`src/rtl/addr_mode_regs.vh`:
```
`ifndef ADDR_MODE_REGS_VH
`define ADDR_MODE_REGS_VH

// Addressing mode codes
`define AM_INHERENT      4'h0
`define AM_IMMEDIATE     4'h1
`define AM_DIRECT_SHORT  4'h2
`define AM_DIRECT_LONG   4'h3
`define AM_INDEXED_NONE  4'h4
`define AM_INDEXED_SHORT 4'h5
`define AM_INDEXED_LONG  4'h6
`define AM_INDIRECT_SHORT 4'h7
`define AM_INDIRECT_LONG 4'h8

// Address width and byte width
`define ADDR_W           16
`define DATA_W           8

// Reset values
`define RST_ADDR         16'h0000
`define RST_BYTE         8'h00

`endif

```
`src/rtl/mode_length.v`:
```
`timescale 1ns/1ps
`include "addr_mode_regs.vh"

module mode_length (
  input  wire [3:0] mode_i,      // Addressing mode code
  output reg  [1:0] ext_bytes_o, // Bytes that follow the opcode
  output reg        indirect_o,  // Mode fetches a pointer
  output reg        ptr_long_o,  // Pointer is a word
  output reg        indexed_o,   // Mode adds an index register
  output reg        imm_o        // Byte is an operand value
);

  always @* begin
    ext_bytes_o = 2'h0;
    indirect_o  = 1'b0;
    ptr_long_o  = 1'b0;
    indexed_o   = 1'b0;
    imm_o       = 1'b0;
    case (mode_i)
      `AM_INHERENT: begin
        ext_bytes_o = 2'h0; // [RULE1] [RULE2]
      end
      `AM_IMMEDIATE: begin
        ext_bytes_o = 2'h1; // [RULE3]
        imm_o       = 1'b1;
      end
      `AM_DIRECT_SHORT: begin
        ext_bytes_o = 2'h1; // [RULE4]
      end
      `AM_DIRECT_LONG: begin
        ext_bytes_o = 2'h2; // [RULE5]
      end
      `AM_INDEXED_NONE: begin
        ext_bytes_o = 2'h0; // [RULE7]
        indexed_o   = 1'b1;
      end
      `AM_INDEXED_SHORT: begin
        ext_bytes_o = 2'h1; // [RULE8]
        indexed_o   = 1'b1;
      end
      `AM_INDEXED_LONG: begin
        ext_bytes_o = 2'h2; // [RULE9]
        indexed_o   = 1'b1;
      end
      `AM_INDIRECT_SHORT: begin
        ext_bytes_o = 2'h1; // [RULE11]
        indirect_o  = 1'b1;
      end
      `AM_INDIRECT_LONG: begin
        ext_bytes_o = 2'h1; // [RULE12]
        indirect_o  = 1'b1;
        ptr_long_o  = 1'b1;
      end
      default: begin
        ext_bytes_o = 2'h0;
      end
    endcase
  end

endmodule

```
`src/rtl/addr_mode_decode.v`:
```
// Notes on behaviour
// RULE1: Inherent instructions are one byte; nothing is fetched after the opcode.
// RULE2: For inherent instructions the opcode alone defines the operation.
// RULE3: Immediate is two bytes; the second byte is the operand value itself.
// RULE4: Short direct: one address byte follows, operand lies in 00 to FF.
// RULE5: Long direct: two bytes follow forming a 16-bit operand address.
// RULE6: Indexed address is the unsigned sum of index register and offset.
// RULE7: Indexed without offset: no byte follows; index alone is the address.
// RULE8: Short indexed: one offset byte added to index, range 00 to 1FE.
// RULE9: Long indexed: two-byte offset added to index, full 64 Kbyte space.
// RULE10: Indirect: byte after opcode locates a pointer; operand is at pointer.
// RULE11: Short indirect reads a one-byte pointer; operand in 00 to FF.
// RULE12: Long indirect reads a 16-bit pointer; operand anywhere in 64 Kbyte.
// RULE13: Two-byte values take the high byte from the lower memory address.
`timescale 1ns/1ps
`include "addr_mode_regs.vh"

module addr_mode_decode (
  input  wire        clk_i,        // Core clock
  input  wire        rstn_i,       // Synchronous reset, active low
  input  wire        start_i,      // Pulse: opcode byte is at pc_i
  input  wire [3:0]  mode_i,       // Addressing mode of the opcode
  input  wire        use_y_i,      // Select second index register
  input  wire [15:0] pc_i,         // Address of the opcode
  input  wire [7:0]  index_x_i,    // First index register
  input  wire [7:0]  index_y_i,    // Second index register
  output reg         mem_req_o,    // Memory read request
  output reg  [15:0] mem_addr_o,   // Memory read address
  input  wire        mem_ack_i,    // Memory read data valid
  input  wire [7:0]  mem_data_i,   // Memory read data
  output reg         busy_o,       // Decode in progress
  output reg         done_o,       // Pulse: results valid
  output reg  [1:0]  length_o,     // Instruction length minus one
  output reg         has_addr_o,   // Operand is in memory
  output reg  [15:0] ea_o,         // Effective operand address
  output reg  [7:0]  imm_o,        // Immediate operand value
  output reg  [15:0] next_pc_o     // Address of next instruction
);

  // ****************************************************************
  // States
  // ****************************************************************
  localparam [4:0] S_IDLE  = 5'b00001;
  localparam [4:0] S_EXT   = 5'b00010;
  localparam [4:0] S_PTR   = 5'b00100;
  localparam [4:0] S_DONE  = 5'b01000;
  localparam [4:0] S_SPARE = 5'b10000;

  wire [1:0] ext_bytes;
  wire       indirect;
  wire       ptr_long;
  wire       indexed;
  wire       immediate;

  reg  [4:0]  state_reg;
  reg  [3:0]  mode_reg;
  reg  [7:0]  index_reg;
  reg  [1:0]  need_reg;
  reg  [1:0]  got_reg;
  reg  [15:0] word_reg;
  reg  [15:0] fetch_addr_reg;

  wire [1:0] m_ext;
  wire       m_ind;
  wire       m_plong;
  wire       m_idx;
  wire       m_imm;

  // ****************************************************************
  // Mode decode
  // ****************************************************************
  // The latched mode steers decode once busy, so a start raised while
  // busy cannot change how the running fetch ends
  wire [3:0] mode_sel = (state_reg == S_IDLE) ? mode_i : mode_reg;

  mode_length u_len (
    .mode_i      (mode_sel),
    .ext_bytes_o (ext_bytes),
    .indirect_o  (indirect),
    .ptr_long_o  (ptr_long),
    .indexed_o   (indexed),
    .imm_o       (immediate)
  );

  assign m_ext   = ext_bytes;
  assign m_ind   = indirect;
  assign m_plong = ptr_long;
  assign m_idx   = indexed;
  assign m_imm   = immediate;

  // ****************************************************************
  // Byte assembly and address forming
  // ****************************************************************
  wire [15:0] word_next = {word_reg[7:0], mem_data_i}; // [RULE13]
  wire [7:0]  sel_index = use_y_i ? index_y_i : index_x_i;

  function [15:0] form_ea;
    input [3:0]  mode;
    input [15:0] word;
    input [7:0]  idx;
    begin
      case (mode)
        `AM_DIRECT_SHORT:  form_ea = {8'h00, word[7:0]};              // [RULE4]
        `AM_DIRECT_LONG:   form_ea = word;                            // [RULE5]
        `AM_INDEXED_NONE:  form_ea = {8'h00, idx};                    // [RULE7]
        `AM_INDEXED_SHORT: form_ea = {7'h00, {1'b0, idx} + {1'b0, word[7:0]}}; // [RULE6] [RULE8]
        `AM_INDEXED_LONG:  form_ea = word + {8'h00, idx};             // [RULE6] [RULE9]
        default:           form_ea = word;
      endcase
    end
  endfunction

  // ****************************************************************
  // Result forming
  // ****************************************************************
  // Inherent and immediate operands never name a memory location
  wire        has_addr_next = (mode_reg != `AM_INHERENT) && !m_imm;   // [RULE2] [RULE3]
  wire [7:0]  imm_next      = m_imm ? word_reg[7:0] : `RST_BYTE;      // [RULE3]
  wire [15:0] ea_next       = form_ea(mode_reg, word_reg, index_reg); // [RULE6] [RULE10]
  // Pointers live in page zero; the operand byte is their address
  wire [15:0] ptr_loc       = {8'h00, mem_data_i};                    // [RULE10]
  // Byte now acknowledged is the last one this phase needs
  wire        last_byte     = (got_reg + 2'h1 == need_reg);

  // ****************************************************************
  // Sequencer
  // ****************************************************************
  always @(posedge clk_i) begin
    if (!rstn_i) begin
      state_reg      <= S_IDLE;
      mode_reg       <= `AM_INHERENT;
      index_reg      <= `RST_BYTE;
      need_reg       <= 2'h0;
      got_reg        <= 2'h0;
      word_reg       <= `RST_ADDR;
      fetch_addr_reg <= `RST_ADDR;
      mem_req_o      <= 1'b0;
      mem_addr_o     <= `RST_ADDR;
      busy_o         <= 1'b0;
      done_o         <= 1'b0;
      length_o       <= 2'h0;
      has_addr_o     <= 1'b0;
      ea_o           <= `RST_ADDR;
      imm_o          <= `RST_BYTE;
      next_pc_o      <= `RST_ADDR;
    end else begin
      done_o <= 1'b0;
      case (state_reg)
        S_IDLE: begin
          if (start_i) begin
            mode_reg  <= mode_i;
            index_reg <= m_idx ? sel_index : `RST_BYTE; // [RULE6]
            need_reg  <= m_ext;
            got_reg   <= 2'h0;
            word_reg  <= `RST_ADDR;
            length_o  <= m_ext;
            next_pc_o <= pc_i + {14'h0000, m_ext} + 16'h0001;
            busy_o    <= 1'b1;
            if (m_ext == 2'h0) begin
              // No operand bytes: finish next cycle
              state_reg <= S_DONE; // [RULE1] [RULE7]
            end else begin
              mem_req_o      <= 1'b1;
              mem_addr_o     <= pc_i + 16'h0001;
              fetch_addr_reg <= pc_i + 16'h0001;
              state_reg      <= S_EXT;
            end
          end
        end
        S_EXT: begin
          if (mem_ack_i) begin
            word_reg <= word_next;
            got_reg  <= got_reg + 2'h1;
            if (last_byte) begin
              if (m_ind) begin
                // Operand byte names the pointer location
                mem_addr_o     <= ptr_loc; // [RULE10]
                fetch_addr_reg <= ptr_loc;
                got_reg        <= 2'h0;
                need_reg       <= m_plong ? 2'h2 : 2'h1; // [RULE11] [RULE12]
                state_reg      <= S_PTR;
              end else begin
                mem_req_o <= 1'b0;
                state_reg <= S_DONE;
              end
            end else begin
              // More operand bytes: step to the next address
              mem_addr_o     <= fetch_addr_reg + 16'h0001;
              fetch_addr_reg <= fetch_addr_reg + 16'h0001;
            end
          end
        end
        S_PTR: begin
          if (mem_ack_i) begin
            word_reg <= word_next; // [RULE13]
            got_reg  <= got_reg + 2'h1;
            if (last_byte) begin
              mem_req_o <= 1'b0;
              // Short pointers zero-extend; long ones arrive high byte first
              word_reg  <= m_plong ? word_next : ptr_loc; // [RULE11] [RULE12]
              state_reg <= S_DONE;
            end else begin
              mem_addr_o     <= fetch_addr_reg + 16'h0001;
              fetch_addr_reg <= fetch_addr_reg + 16'h0001;
            end
          end
        end
        S_DONE: begin
          // has_addr_o, imm_o and ea_o stand until the next decode completes
          busy_o     <= 1'b0;
          done_o     <= 1'b1;
          has_addr_o <= has_addr_next; // [RULE2] [RULE3]
          imm_o      <= imm_next;      // [RULE3]
          ea_o       <= ea_next;       // [RULE10]
          state_reg  <= S_IDLE;
        end
        default: begin
          mem_req_o <= 1'b0;
          busy_o    <= 1'b0;
          state_reg <= S_IDLE;
        end
      endcase
    end
  end

endmodule

```
`config.mk`:
```
export PLATFORM = sky130hd
export DESIGN_NAME = addr_mode_decode
export DESIGN_NICKNAME = d
export VERILOG_FILES = /design/src/rtl/mode_length.v /design/src/rtl/addr_mode_decode.v
export VERILOG_INCLUDE_DIRS = /design/src /design/src/rtl
export SDC_FILE = /design/constraint.sdc
export NUM_CORES = 1
export LEC_CHECK = 0
export ABC_AREA = 1
export BUFFER_PORTS_ARGS = -buffer_cell sky130_fd_sc_hd__clkbuf_2
export CORE_MARGIN = 5
export CORE_UTILIZATION = 43
export DETAILED_ROUTE_END_ITERATION = 7
export SETUP_SLACK_MARGIN = 0.15
export SKIP_LAST_GASP = 1
export SLEW_MARGIN = 20
export SYNTH_ARGS = -nofsm -noshare
export SYNTH_HDL_FRONTEND = slang
export SYNTH_SLANG_ARGS = --single-unit
```
`constraint.sdc`:
```
create_clock -name clk_i -period 4.45 [get_ports clk_i]
set_input_delay 1.335 -clock clk_i [delete_from_list [all_inputs] [get_ports clk_i]]
set_output_delay 1.335 -clock clk_i [all_outputs]
set_load 0.005 [all_outputs]
```
==> out/results.ini <==
[grt]
grt_use_total_pct = 21.50
grt.overflow.total = 0
grt_pass1_vias = 5859
grt_pass1_wl_um = 28490
grt_max_degree = 59
antenna_found_initial = 0

[power_and_ir_drop]
p_per_area_nw_per_um2 = 553.6
worst_ir_drop_vdd_mv = 0.2901
power_mw = 3.880
leakage_nw = 3.351

[clock_network]
cts_buffers = 9
cts-resized-gates = 0
clockBufferDepth = 2
post_cts.repair.setup_buffers = 0
cts_htree_levels = 3
clkTransAtPathRegs_ns = 0.07
cts_tree = yes
postCtsHoldBufs = 0
cts_sinks = 98
cts-root-buf = clkbuf_16
clock_latency_ns = 0.35

[timing]
max_freq_mhz = 294.0
finalHoldViolCount = 0
grt_setup_unrepaired = no
maxSlewHeadroom_pct = 47.58
min_period_over_period_pct = 76.42
fin_crit_ns = 3.401
final.setup_skew_ns = 0.007534
slew_viol_final = 0
worst-slew-pin-transition_ns = 0.7834
finalSetupTns_ns = 0
setup_viol = 0

[worst_hold_path]
hp-start = imm_o[3]
min_path_cells = 2
worstHoldPathType = flip-flop to flip-flop
holdPathEnd = imm_o[3]

[setup_path]
crit_fanout = 5
cp-end-kind = flip-flop
rr_worst_depth = 18
timing.rr.end = next_pc_o[9]
cp.required_ns = 4.69
cp_slowest_cell = nor2_1
path_class = input port to flip-flop
slowest_delay_ns = 0.30
critPathArrivalTime_ns = 3.64
r2r-start = state_reg[2]
reg2reg_slack_ns = 1.25
cp-start-kind = input port
cp_cell_sequence = clkbuf_2 -> nand3b_1 -> nand2_1 -> nand2_1 -> inv_1 -> nand2_2 -> nand2_1 -> a21oi_1 -> ha_1 -> inv_1 -> a21oi_1 -> nor2_1 -> nand3_1 -> nor2_1 -> inv_1 -> o21ai_0 -> nand2_1 -> o221ai_1 -> inv_1

[logic_synthesis]
synthCells = 912
synth_seq_area_share_pct = 32.77
synthTopCellsByArea = dfxtp_1 33%, nand2_1 14%, a21oi_1 7.1%
ys_top_cells_by_count = 231 x nand2_1, 98 x dfxtp_1, 91 x inv_1
async_flop_share_pct = 0
synth_edf_count = 0
synth.cell_area_sq_um = 5987
synth_cell_types = 49
postSynthAreaPerCell_sq_um = 6.565
yosysMostFrequentCell = nand2_1
yosysTopAreaCellShare_pct = 32.77
synth_area_leader_cell = dfxtp_1
synth_flop_cell = dfxtp_1
yosys_warnings = 0
synth_seq_cells = 98
syn_nets = 975

[die]
dieArea_sq_um = 16380
core_area_sq_um = 13770
io_pins = 111
die_x_um = 128.0
rows = 43
dieHeight_um = 128.0
initial_core_util_pct = 43.47

[route]
dr.pass1.iters = 5
viasPerCell = 5.135
drt-initial-drc-count = 285
wl_per_cell_um = 14.70
vias = 6136
drt.antenna.violating_nets = 0
drt-total-wl_um = 17570
drc_errors = 0

[cells_and_area]
nets = 1073
syn_to_final_growth_pct = 17.07
drive_gt1_share_pct = 16.85
n_fill_cell = 1488
insertedDiodeCount = 0

[job]
maxCapViolCount = 0

[place]
hpwlAfterDp_um = 13370
port_buffers = 110
gp_congestion = 0.9907

[outcome]
status = completed

-- through the flow --
step,instance area (sq um),utilization (%),hold slack (ns),setup slack (ns),cells
6_report,7009,50.89,0.4670,1.049,1195
5_1_grt,7009,50.89,0.4967,0.6992,1195
4_1_cts,7009,50.89,0.4676,1.071,1195
3_5_place_dp,6679,48.49,0.4566,0.7040,1179
3_3_place_gp,6679,48.49,0.4543,0.7860,1179
2_1_floorplan,5987,-,0.4542,1.127,912
-- worst max-delay path, delay by kind of cell --
kind,cells,cell delay [ns]
buffers and inverters,5,0.44
AND/OR/NAND/NOR,9,1.24
AO/OA/AOI/OAI,4,0.44
adder cells (fa/ha/maj),1,0.20
-- per-layer routing --
layer	vias to the layer above	share of wire, %	routed length, um	track usage, %
li1	3204	-	-	-
met1	2740	45	7833	26.42
met2	159	48	8450	37.40
met3	33	4.3	760	3.333
met4	0	3.0	520	8.926
met5	-	0	0	0
-- area by class of cell --
cell class	instances	area, sq um	area share, %
repair buffers	116	595.6	8.497
inverters	99	371.6	5.302
multi-input cells	686	3525	50.29
well taps	180	225.2	3.213
clock buffers	12	256.5	3.659
clock inverters	4	73.82	1.053
flip-flops and latches	98	1962	27.99
-- worst max path at each step --
stage | from | to | slack (ns)
4_1_cts | mode_i[3] | next_pc_o[9] | 1.07
3_5_place_dp | mode_i[3] | next_pc_o[9] | 0.70
3_3_place_gp | mode_i[3] | next_pc_o[9] | 0.79
6_report | mode_i[3] | next_pc_o[9] | 1.05
2_1_floorplan | mode_i[3] | next_pc_o[9] | 1.13
5_1_grt | mode_i[3] | next_pc_o[9] | 0.70
-- placed cells by master, fill, tap and decap left out, drive strengths merged --
master  instances
nand2         239
clkbuf        122
dfxtp          98
inv            95
nor2           94
a21oi          86
nand3          77
o21ai          76
nand4          19
xor2           16
ha             12
nor3           11
mux2            8
buf             6
clkinv          6
a21o            5
o211ai          5
a31oi           5
nand3b          4
xnor2           4
o21bai          4
or2             4
a211oi          3
a22oi           2
a31o            2
o221ai          2
fa              2
bufinv          2
and3            1
nor4            1
o31ai           1
o21a            1
nor3b           1
a21boi          1
-- logic make-up after synthesis --
group | Yosys count | synth area share [%]
and+or+nand+nor | 451 | 33.58
buffers and inverters | 128 | 8.464
AOI/OAI and AO/OA | 193 | 17.58
muxes | 8 | 1.505
xor gates and xnor gates | 20 | 2.926
DFF | 98 | 32.77
adders and majority gates | 14 | 3.177
-- power breakdown --
| part | internal (mW) | total, mW | switching (mW) |
|---|---|---|---|
| clock network | 0.524 | 0.872 | 0.348 |
| logic | 0.592 | 1.77 | 1.18 |
| registers | 1.07 | 1.24 | 0.169 |
(Power assumes the default switching activity.)
